<file path="config.mk">
export PLATFORM = sky130hd
export DESIGN_NAME = hbridge_power_stage_flat
export DESIGN_NICKNAME = d
export VERILOG_FILES = /design/src/verilog/hbridge_pkg.sv /design/src/verilog/hbridge_if.sv /design/src/verilog/hbridge_half_drive.sv /design/src/verilog/hbridge_power_stage.sv /design/src/flat_wrapper.sv
export VERILOG_INCLUDE_DIRS = /design/src /design/src/verilog
export SDC_FILE = /design/constraint.sdc
export NUM_CORES = 1
export LEC_CHECK = 0
export BUFFER_PORTS_ARGS = -buffer_cell sky130_fd_sc_hd__buf_2
export CORE_ASPECT_RATIO = 1.5
export CORE_UTILIZATION = 54
export CTS_BUF_LIST = sky130_fd_sc_hd__clkbuf_16
export CTS_CLUSTER_SIZE = 12
export DETAILED_ROUTE_END_ITERATION = 16
export PLACE_DENSITY = 0.9
export SYNTH_ARGS = -nofsm -noshare
export SYNTH_HDL_FRONTEND = slang
export SYNTH_HIERARCHICAL = 1
export SYNTH_SLANG_ARGS = --single-unit
</file>
<file path="constraint.sdc">
create_clock -name mclk -period 4.4 [get_ports mclk]
set_clock_uncertainty 0.15 [all_clocks]
set_input_delay 0.22 -clock mclk [delete_from_list [all_inputs] [get_ports mclk]]
set_output_delay 0.22 -clock mclk [all_outputs]
set_load 0.02 [all_outputs]
</file>
<file path="src/verilog/hbridge_cfg.svh">
// Timing counts and sizes for the H-bridge control pair.
// Assumes a single 20 MHz system clock feeding both ends.
`ifndef HBRIDGE_CFG_SVH
`define HBRIDGE_CFG_SVH

// ----------------------------------------
// Clock
// ----------------------------------------
`define HB_CLK_HZ 20000000
`define HB_CLK_PER_MHZ 20

// ----------------------------------------
// Power-up sequencing times
// ----------------------------------------
`define HB_CHARGE_US 800
`define HB_RELEASE_US 1000

// ----------------------------------------
// Modulator
// ----------------------------------------
`define HB_PWM_FREQ_HZ 370000
`define HB_PWM_CNT_W 6
`define HB_PWM_DUTY_MIN 6'h01
`define HB_STOP_PERIODS 2

// ----------------------------------------
// Dead time between switch hand-overs
// ----------------------------------------
`define HB_DEAD_CYCLES 3'h3
`define HB_DEAD_W 3

// ----------------------------------------
// Fault latch positions
// ----------------------------------------
`define HB_FLT_OVERCUR 0
`define HB_FLT_UV 1
`define HB_FLT_OVERTEMP 2
`define HB_FLT_N 3

`endif

</file>
<file path="src/verilog/hbridge_pkg.sv">
// Types shared by both ends of the H-bridge control link.
// Assumes nothing beyond the config header for numbers.
package hbridge_pkg;

	// ----------------------------------------
	// Half-bridge switch state
	// ----------------------------------------
	typedef enum logic [1:0] {
		HALF_OFF = 2'b00,
		HALF_HIGH = 2'b01,
		HALF_LOW = 2'b10
	} half_state_type;

	// ----------------------------------------
	// Output stage state
	// ----------------------------------------
	typedef enum logic [1:0] {
		STAGE_HIZ = 2'b00,
		STAGE_RUN = 2'b01,
		STAGE_PROTECT = 2'b10
	} stage_state_type;

	// ----------------------------------------
	// Controller sequence
	// ----------------------------------------
	typedef enum logic [2:0] {
		CTL_OFF = 3'b000,
		CTL_CHARGE = 3'b001,
		CTL_RUN = 3'b010,
		CTL_FAULT = 3'b011,
		CTL_STOP = 3'b100
	} ctl_state_type;

endpackage

</file>
<file path="src/verilog/hbridge_if.sv">
// Link between the modulator/controller and the power stage.
// Status pins are open drain with a pull-up modelled here.
`timescale 1ns/10ps
interface hbridge_if;
	logic pwm_in_a;
	logic pwm_in_b;
	logic reset_n;
	logic fault_status_n_o;
	logic fault_status_n_oe;
	logic fault_status_n_i;
	logic temp_warn_n_o;
	logic temp_warn_n_oe;
	logic temp_warn_n_i;

	// ----------------------------------------
	// Pull-up resolution of the open-drain pins
	// ----------------------------------------
	assign fault_status_n_i = fault_status_n_oe ? fault_status_n_o : 1'b1;
	assign temp_warn_n_i = temp_warn_n_oe ? temp_warn_n_o : 1'b1;

	modport device (
		input pwm_in_a,
		input pwm_in_b,
		input reset_n,
		output fault_status_n_o,
		output fault_status_n_oe,
		input fault_status_n_i,
		output temp_warn_n_o,
		output temp_warn_n_oe,
		input temp_warn_n_i
	);

	modport host (
		output pwm_in_a,
		output pwm_in_b,
		output reset_n,
		input fault_status_n_i,
		input temp_warn_n_i
	);
endinterface

</file>
<file path="src/verilog/hbridge_half_drive.sv">
// One half-bridge gate driver with dead time on every hand-over.
// Assumes pwm_level and enable are synchronous to mclk.
`timescale 1ns/10ps
`include "hbridge_cfg.svh"
module hbridge_half_drive
	import hbridge_pkg::*;
(
	input wire logic mclk,
	input wire logic rst_n,
	input wire logic enable,
	input wire logic pwm_level,
	output logic hs_on,
	output logic ls_on
);
	half_state_type cur_r;
	half_state_type target;
	logic [`HB_DEAD_W-1:0] dead_r;

	assign target = pwm_level ? HALF_HIGH : HALF_LOW;

	// ----------------------------------------
	// Switch sequencing
	// ----------------------------------------
	// Disable is immediate; turn-on always waits out the dead time
	always_ff @(posedge mclk or negedge rst_n) begin
		if (!rst_n) begin
			cur_r <= HALF_OFF;
			dead_r <= `HB_DEAD_CYCLES;
			hs_on <= 1'b0;
			ls_on <= 1'b0;
		end else if (!enable) begin
			cur_r <= HALF_OFF;
			dead_r <= `HB_DEAD_CYCLES;
			hs_on <= 1'b0;
			ls_on <= 1'b0;
		end else begin
			unique case (cur_r)
				HALF_OFF: begin
					if (dead_r == '0) begin
						cur_r <= target;
						hs_on <= (target == HALF_HIGH);
						ls_on <= (target == HALF_LOW);
					end else begin
						dead_r <= dead_r - 1'b1;
					end
				end
				HALF_HIGH, HALF_LOW: begin
					if (cur_r != target) begin
						cur_r <= HALF_OFF;
						dead_r <= `HB_DEAD_CYCLES;
						hs_on <= 1'b0;
						ls_on <= 1'b0;
					end
				end
				default: begin
					cur_r <= HALF_OFF;
					dead_r <= `HB_DEAD_CYCLES;
					hs_on <= 1'b0;
					ls_on <= 1'b0;
				end
			endcase
		end
	end
endmodule

</file>
<file path="src/verilog/hbridge_power_stage.sv">
// Control and protection logic of the two-half-bridge power stage.
// Assumes link inputs are synchronous to mclk; fault detectors are
// plain synchronous levels from the analogue side.
`timescale 1ns/10ps
`include "hbridge_cfg.svh"

module hbridge_power_stage
	import hbridge_pkg::*;
(
	input wire logic mclk,
	input wire logic rst_n,
	hbridge_if.device link,
	input wire logic gate_supply_ok,
	input wire logic [1:0] overcurrent_high_side,
	input wire logic [1:0] overcurrent_low_side,
	input wire logic temp_above_warn,
	input wire logic temp_above_err,
	output logic [1:0] gate_hs,
	output logic [1:0] gate_ls,
	output logic bridge_hiz,
	output logic [`HB_FLT_N-1:0] fault_latched
);
	stage_state_type stage_r;
	stage_state_type stage_nxt;
	logic reset_pin_r;
	logic reset_fall;
	logic reset_rise;
	logic [`HB_FLT_N-1:0] cause;
	logic [`HB_FLT_N-1:0] fault_lat_r;
	logic latch_clear;
	logic any_fault;
	logic drive_en;
	logic [1:0] pwm_vec;
	logic fs_oe_r;
	logic tw_oe_r;
	logic bridge_hiz_r;

	// ----------------------------------------
	// Reset pin edges
	// ----------------------------------------
	always_ff @(posedge mclk or negedge rst_n) begin
		if (!rst_n) begin
			reset_pin_r <= 1'b0;
		end else begin
			reset_pin_r <= link.reset_n;
		end
	end

	assign reset_fall = reset_pin_r & ~link.reset_n;
	assign reset_rise = ~reset_pin_r & link.reset_n;

	// ----------------------------------------
	// Fault causes
	// ----------------------------------------
	assign cause[`HB_FLT_OVERCUR] =
		|{overcurrent_high_side, overcurrent_low_side};
	assign cause[`HB_FLT_UV] = ~gate_supply_ok;
	assign cause[`HB_FLT_OVERTEMP] = temp_above_err;

	// Clear on the reset fall, and while reset sits low with the
	// cause gone, so a held reset at power-up leaves clean latches
	assign latch_clear = reset_fall | ~link.reset_n;

	// ----------------------------------------
	// Fault latches
	// ----------------------------------------
	// A cause still present wins over the clear, so a fault that
	// persists through a reset pulse is never lost
	genvar gi;
	generate
		for (gi = 0; gi < `HB_FLT_N; gi++) begin : g_latch
			always_ff @(posedge mclk or negedge rst_n) begin
				if (!rst_n) begin
					fault_lat_r[gi] <= 1'b0;
				end else if (cause[gi]) begin
					fault_lat_r[gi] <= 1'b1;
				end else if (latch_clear) begin
					fault_lat_r[gi] <= 1'b0;
				end
			end
		end
	endgenerate

	assign any_fault = |fault_lat_r | |cause;
	assign fault_latched = fault_lat_r;

	// ----------------------------------------
	// Output stage state
	// ----------------------------------------
	always_comb begin
		stage_nxt = stage_r;
		unique case (stage_r)
			STAGE_HIZ: begin
				if (reset_rise && !any_fault) begin
					stage_nxt = STAGE_RUN;
				end
			end
			STAGE_RUN: begin
				if (!link.reset_n) begin
					stage_nxt = STAGE_HIZ;
				end else if (any_fault) begin
					stage_nxt = STAGE_PROTECT;
				end
			end
			STAGE_PROTECT: begin
				if (!link.reset_n) begin
					stage_nxt = STAGE_HIZ;
				end
			end
			default: begin
				stage_nxt = STAGE_HIZ;
			end
		endcase
	end

	// Power-up always lands in Hi-Z; only a reset rise arms it
	always_ff @(posedge mclk or negedge rst_n) begin
		if (!rst_n) begin
			stage_r <= STAGE_HIZ;
		end else begin
			stage_r <= stage_nxt;
		end
	end

	// ----------------------------------------
	// Bridge drive
	// ----------------------------------------
	// Enable is cut in the same cycle a cause appears, ahead of the
	// state register, to lose no cycle before Hi-Z
	assign drive_en = (stage_r == STAGE_RUN) && link.reset_n &&
		!any_fault;
	assign pwm_vec = {link.pwm_in_b, link.pwm_in_a};

	// Each half follows its own input: A high drives A to supply,
	// B low drives B to ground, and the mirror case likewise
	generate
		for (gi = 0; gi < 2; gi++) begin : g_half
			hbridge_half_drive u_half (
				.mclk(mclk),
				.rst_n(rst_n),
				.enable(drive_en),
				.pwm_level(pwm_vec[gi]),
				.hs_on(gate_hs[gi]),
				.ls_on(gate_ls[gi])
			);
		end
	endgenerate

	always_ff @(posedge mclk or negedge rst_n) begin
		if (!rst_n) begin
			bridge_hiz_r <= 1'b1;
		end else begin
			bridge_hiz_r <= ~drive_en;
		end
	end

	assign bridge_hiz = bridge_hiz_r;

	// ----------------------------------------
	// Status pins
	// ----------------------------------------
	// Reset low releases the pin whatever is latched; this keeps
	// the low/low overtemperature code off the pins while reset is low
	always_ff @(posedge mclk or negedge rst_n) begin
		if (!rst_n) begin
			fs_oe_r <= 1'b0;
		end else if (!link.reset_n) begin
			fs_oe_r <= 1'b0;
		end else begin
			fs_oe_r <= any_fault;
		end
	end

	// Warning tracks temperature; an overtemperature latch keeps it
	// low so the pair reads as error even after cooling
	always_ff @(posedge mclk or negedge rst_n) begin
		if (!rst_n) begin
			tw_oe_r <= 1'b0;
		end else begin
			tw_oe_r <= temp_above_warn | temp_above_err |
				(fault_lat_r[`HB_FLT_OVERTEMP] & link.reset_n);
		end
	end

	assign link.fault_status_n_o = 1'b0;
	assign link.fault_status_n_oe = fs_oe_r;
	assign link.temp_warn_n_o = 1'b0;
	assign link.temp_warn_n_oe = tw_oe_r;
endmodule
</file>
<file path="src/flat_wrapper.sv">
// flat-port wrapper written by rule: the top's interface ports become plain ports
module hbridge_power_stage_flat import hbridge_pkg::*;
  (mclk, rst_n, gate_supply_ok, overcurrent_high_side, overcurrent_low_side, temp_above_warn, temp_above_err, gate_hs, gate_ls, bridge_hiz, fault_latched, link_pwm_in_a, link_pwm_in_b, link_reset_n, link_fault_status_n_o, link_fault_status_n_oe, link_temp_warn_n_o, link_temp_warn_n_oe);
  hbridge_if link_i ();
  input wire logic mclk;
  input wire logic rst_n;
  input wire logic gate_supply_ok;
  input wire logic [1:0] overcurrent_high_side;
  input wire logic [1:0] overcurrent_low_side;
  input wire logic temp_above_warn;
  input wire logic temp_above_err;
  output logic [1:0] gate_hs;
  output logic [1:0] gate_ls;
  output logic bridge_hiz;
  output logic [`HB_FLT_N-1:0] fault_latched;
  input wire logic [$bits(link_i.pwm_in_a)-1:0] link_pwm_in_a;
  input wire logic [$bits(link_i.pwm_in_b)-1:0] link_pwm_in_b;
  input wire logic [$bits(link_i.reset_n)-1:0] link_reset_n;
  output wire logic [$bits(link_i.fault_status_n_o)-1:0] link_fault_status_n_o;
  output wire logic [$bits(link_i.fault_status_n_oe)-1:0] link_fault_status_n_oe;
  output wire logic [$bits(link_i.temp_warn_n_o)-1:0] link_temp_warn_n_o;
  output wire logic [$bits(link_i.temp_warn_n_oe)-1:0] link_temp_warn_n_oe;
  assign link_i.pwm_in_a = link_pwm_in_a;
  assign link_i.pwm_in_b = link_pwm_in_b;
  assign link_i.reset_n = link_reset_n;
  assign link_fault_status_n_o = link_i.fault_status_n_o;
  assign link_fault_status_n_oe = link_i.fault_status_n_oe;
  assign link_temp_warn_n_o = link_i.temp_warn_n_o;
  assign link_temp_warn_n_oe = link_i.temp_warn_n_oe;
  hbridge_power_stage u_core (.mclk(mclk), .rst_n(rst_n), .link(link_i), .gate_supply_ok(gate_supply_ok), .overcurrent_high_side(overcurrent_high_side), .overcurrent_low_side(overcurrent_low_side), .temp_above_warn(temp_above_warn), .temp_above_err(temp_above_err), .gate_hs(gate_hs), .gate_ls(gate_ls), .bridge_hiz(bridge_hiz), .fault_latched(fault_latched));
endmodule
</file>
==> results.yml <==
clock_network:
  htree_levels: 1
  clockBufferDepth: 2
  cts_tree: "yes"
  clock_sinks: 19
  cts_buffers: 3
  cts_setup_buffers: 0
  cts.clk_slew.worst_paths_ps: 50
  cts_resized: 0
  clock_latency_ps: 250
  hold_buffers: 1
  cts_root_buffer: "clkbuf_16"
placed_design:
  dp_cells: 147
  dp_hpwl_um: 1706
  gp_congestion: 0.8673
  port_buffers: 21
layout:
  finalNonFillerCells: 152
  layout-drive-gt1-share_pct: 29.01
  final_cell_mix: "21 x buf_2, 14 x dfrtp_1, 11 x inv_1"
  nets: 150
  antennaDiodeCount: 0
  final_common_cell: "buf_2"
  final_core_util_pct: 69.01
  syn2layout_area_growth_pct: 17.21
synthesis:
  syn_inst: 110
  syn_area_um2: 1120
  avgSynthCellArea_um2: 10.18
  yosysWarningCount: 6
global_route:
  grt_pass1_wl_um: 3898
  overflow: 0
  grt_max_degree: 20
  grt_use_total_pct: 24.67
  first_global_vias: 917
  antenna_found_initial: 0
detailed_routing:
  wl_per_cell_um: 14.84
  initialDrtViolationCount: 29
  post_drt_via_cell_ratio: 6.362
  wl_um: 2255
  drc: 0
  drtPass1Iterations: 4
  via_count: 967
  final_antenna_net_count: 0
die:
  die_w_um: 39.18
  die_area_um2: 2263
  core_area_um2: 1902
  rows: 19
  io_pins: 24
  start_util_pct: 58.88
  die_h_um: 57.77
sta:
  fin_hold_ws_ps: 8.288
  finalSetupTns_ps: 0
  slew_violations: 0
  fmax_mhz: 413.4
  setup_violations: 0
  fin_crit_sh_pct: 54.97
  hold_violations: 0
  timing.final.crit_period_ps: 2419
  rsz0062_at_grt: "no"
power_and_ir_drop:
  irDropWorstVdd_mv: 0.2528
  powerDensity_nw_per_um2: 294.5
  p_total_mw: 0.3865
  total_leakage_power_nw: 0.6012
min_path:
  holdPathStages: 2
  hold-path-endpoint: "u_core/link.temp_warn_n_oe$_DFF_PN0_"
  min-delay-start: "temp_above_warn"
  hold_class: "primary input to register"
critical_path:
  setup.worst_path.start_class: "register"
  critPathLaunch: "u_core/fault_latched[1]$_DFFE_PN0P_"
  arrival_ps: 2450
  reg2reg_depth: 6
  r2r_start: "u_core/fault_latched[1]$_DFFE_PN0P_"
  crit_path_end_kind: "register"
  r2r_setup_slack_ps: 1980
  crit_required_ps: 4430
  critical_path_class: "register to register"
  cp_max_fo: 16
  r2r-end: "u_core/g_half[1].u_half/dead_r[1]$_DFFE_PN1P_"
run:
  cap_violations: 0
outcome:
  status: "completed"
==> critical path, cell delays in order (launching register included) <==
cell and delay, ps:
dfrtp_1 390, nor4_1 340, and3_1 260, and4b_1 500, and3b_1 360, a32oi_1 150
and3_1 200
==> where the power goes <==
part | internal (mW) | total (mW) | switching, mW
Clock | 0.122 | 0.186 | 0.0643
Sequential | 0.178 | 0.180 | 0.00164
Combinational | 0.00727 | 0.0208 | 0.0136
Total | 0.307 | 0.387 | 0.0795
==> metrics by stage <==
step	instance area [um^2]	setup WS, ps
final	1313	1981
after CTS	1313	2008
after detailed placement	1222	2010
after global routing	1313	1823
after floorplan	1124	2086
after global placement	1222	2123
==> sequential cells by signal, summed over array words and instances, names as in the netlist <==
name and flops:
u_core/fault_latched 3, u_core/link.fault_status_n_oe 1, u_core/g_half.u_half/cur_r 4, u_core/g_half.u_half/dead_r 6, u_core/bridge_hiz 1, u_core/stage_r 2, u_core/reset_pin_r 1, u_core/link.temp_warn_n_oe 1
==> worst max path at each step <==
stage                     slack, ps  depth (start not counted)                                             to
after floorplan                2090                          7  u_core/g_half[0].u_half/dead_r[1]$_DFFE_PN1P_
after global placement         2120                          6   u_core/g_half[1].u_half/cur_r[1]$_DFFE_PN0P_
after detailed placement       2010                          6  u_core/g_half[1].u_half/dead_r[1]$_DFFE_PN1P_
after CTS                      2010                          6  u_core/g_half[1].u_half/dead_r[1]$_DFFE_PN1P_
after global routing           1820                          6  u_core/g_half[1].u_half/dead_r[1]$_DFFE_PN1P_
final                          1980                          6  u_core/g_half[1].u_half/dead_r[1]$_DFFE_PN1P_
==> area by class of cell <==
| type | instances | area, um^2 |
|---|---|---|
| clock buffers | 3 | 75.07 |
| clock inverters | 1 | 5.005 |
| fillers | 152 | 589.3 |
| inverters | 11 | 41.29 |
| multi-input cells | 75 | 568.0 |
| flip-flops and latches | 19 | 481.7 |
| well taps | 21 | 26.28 |
| repair buffers | 22 | 115.1 |
==> metal layers <==
| layer | track usage (%) | wire length, um | vias up |
|---|---|---|---|
| li1 | - | - | 453 |
| met1 | 29.35 | 899 | 473 |
| met2 | 41.19 | 1205 | 34 |
| met3 | 5.747 | 100 | 7 |
| met4 | 10.34 | 49 | 0 |
| met5 | 0 | 0 | - |
(Power assumes the default switching activity.)
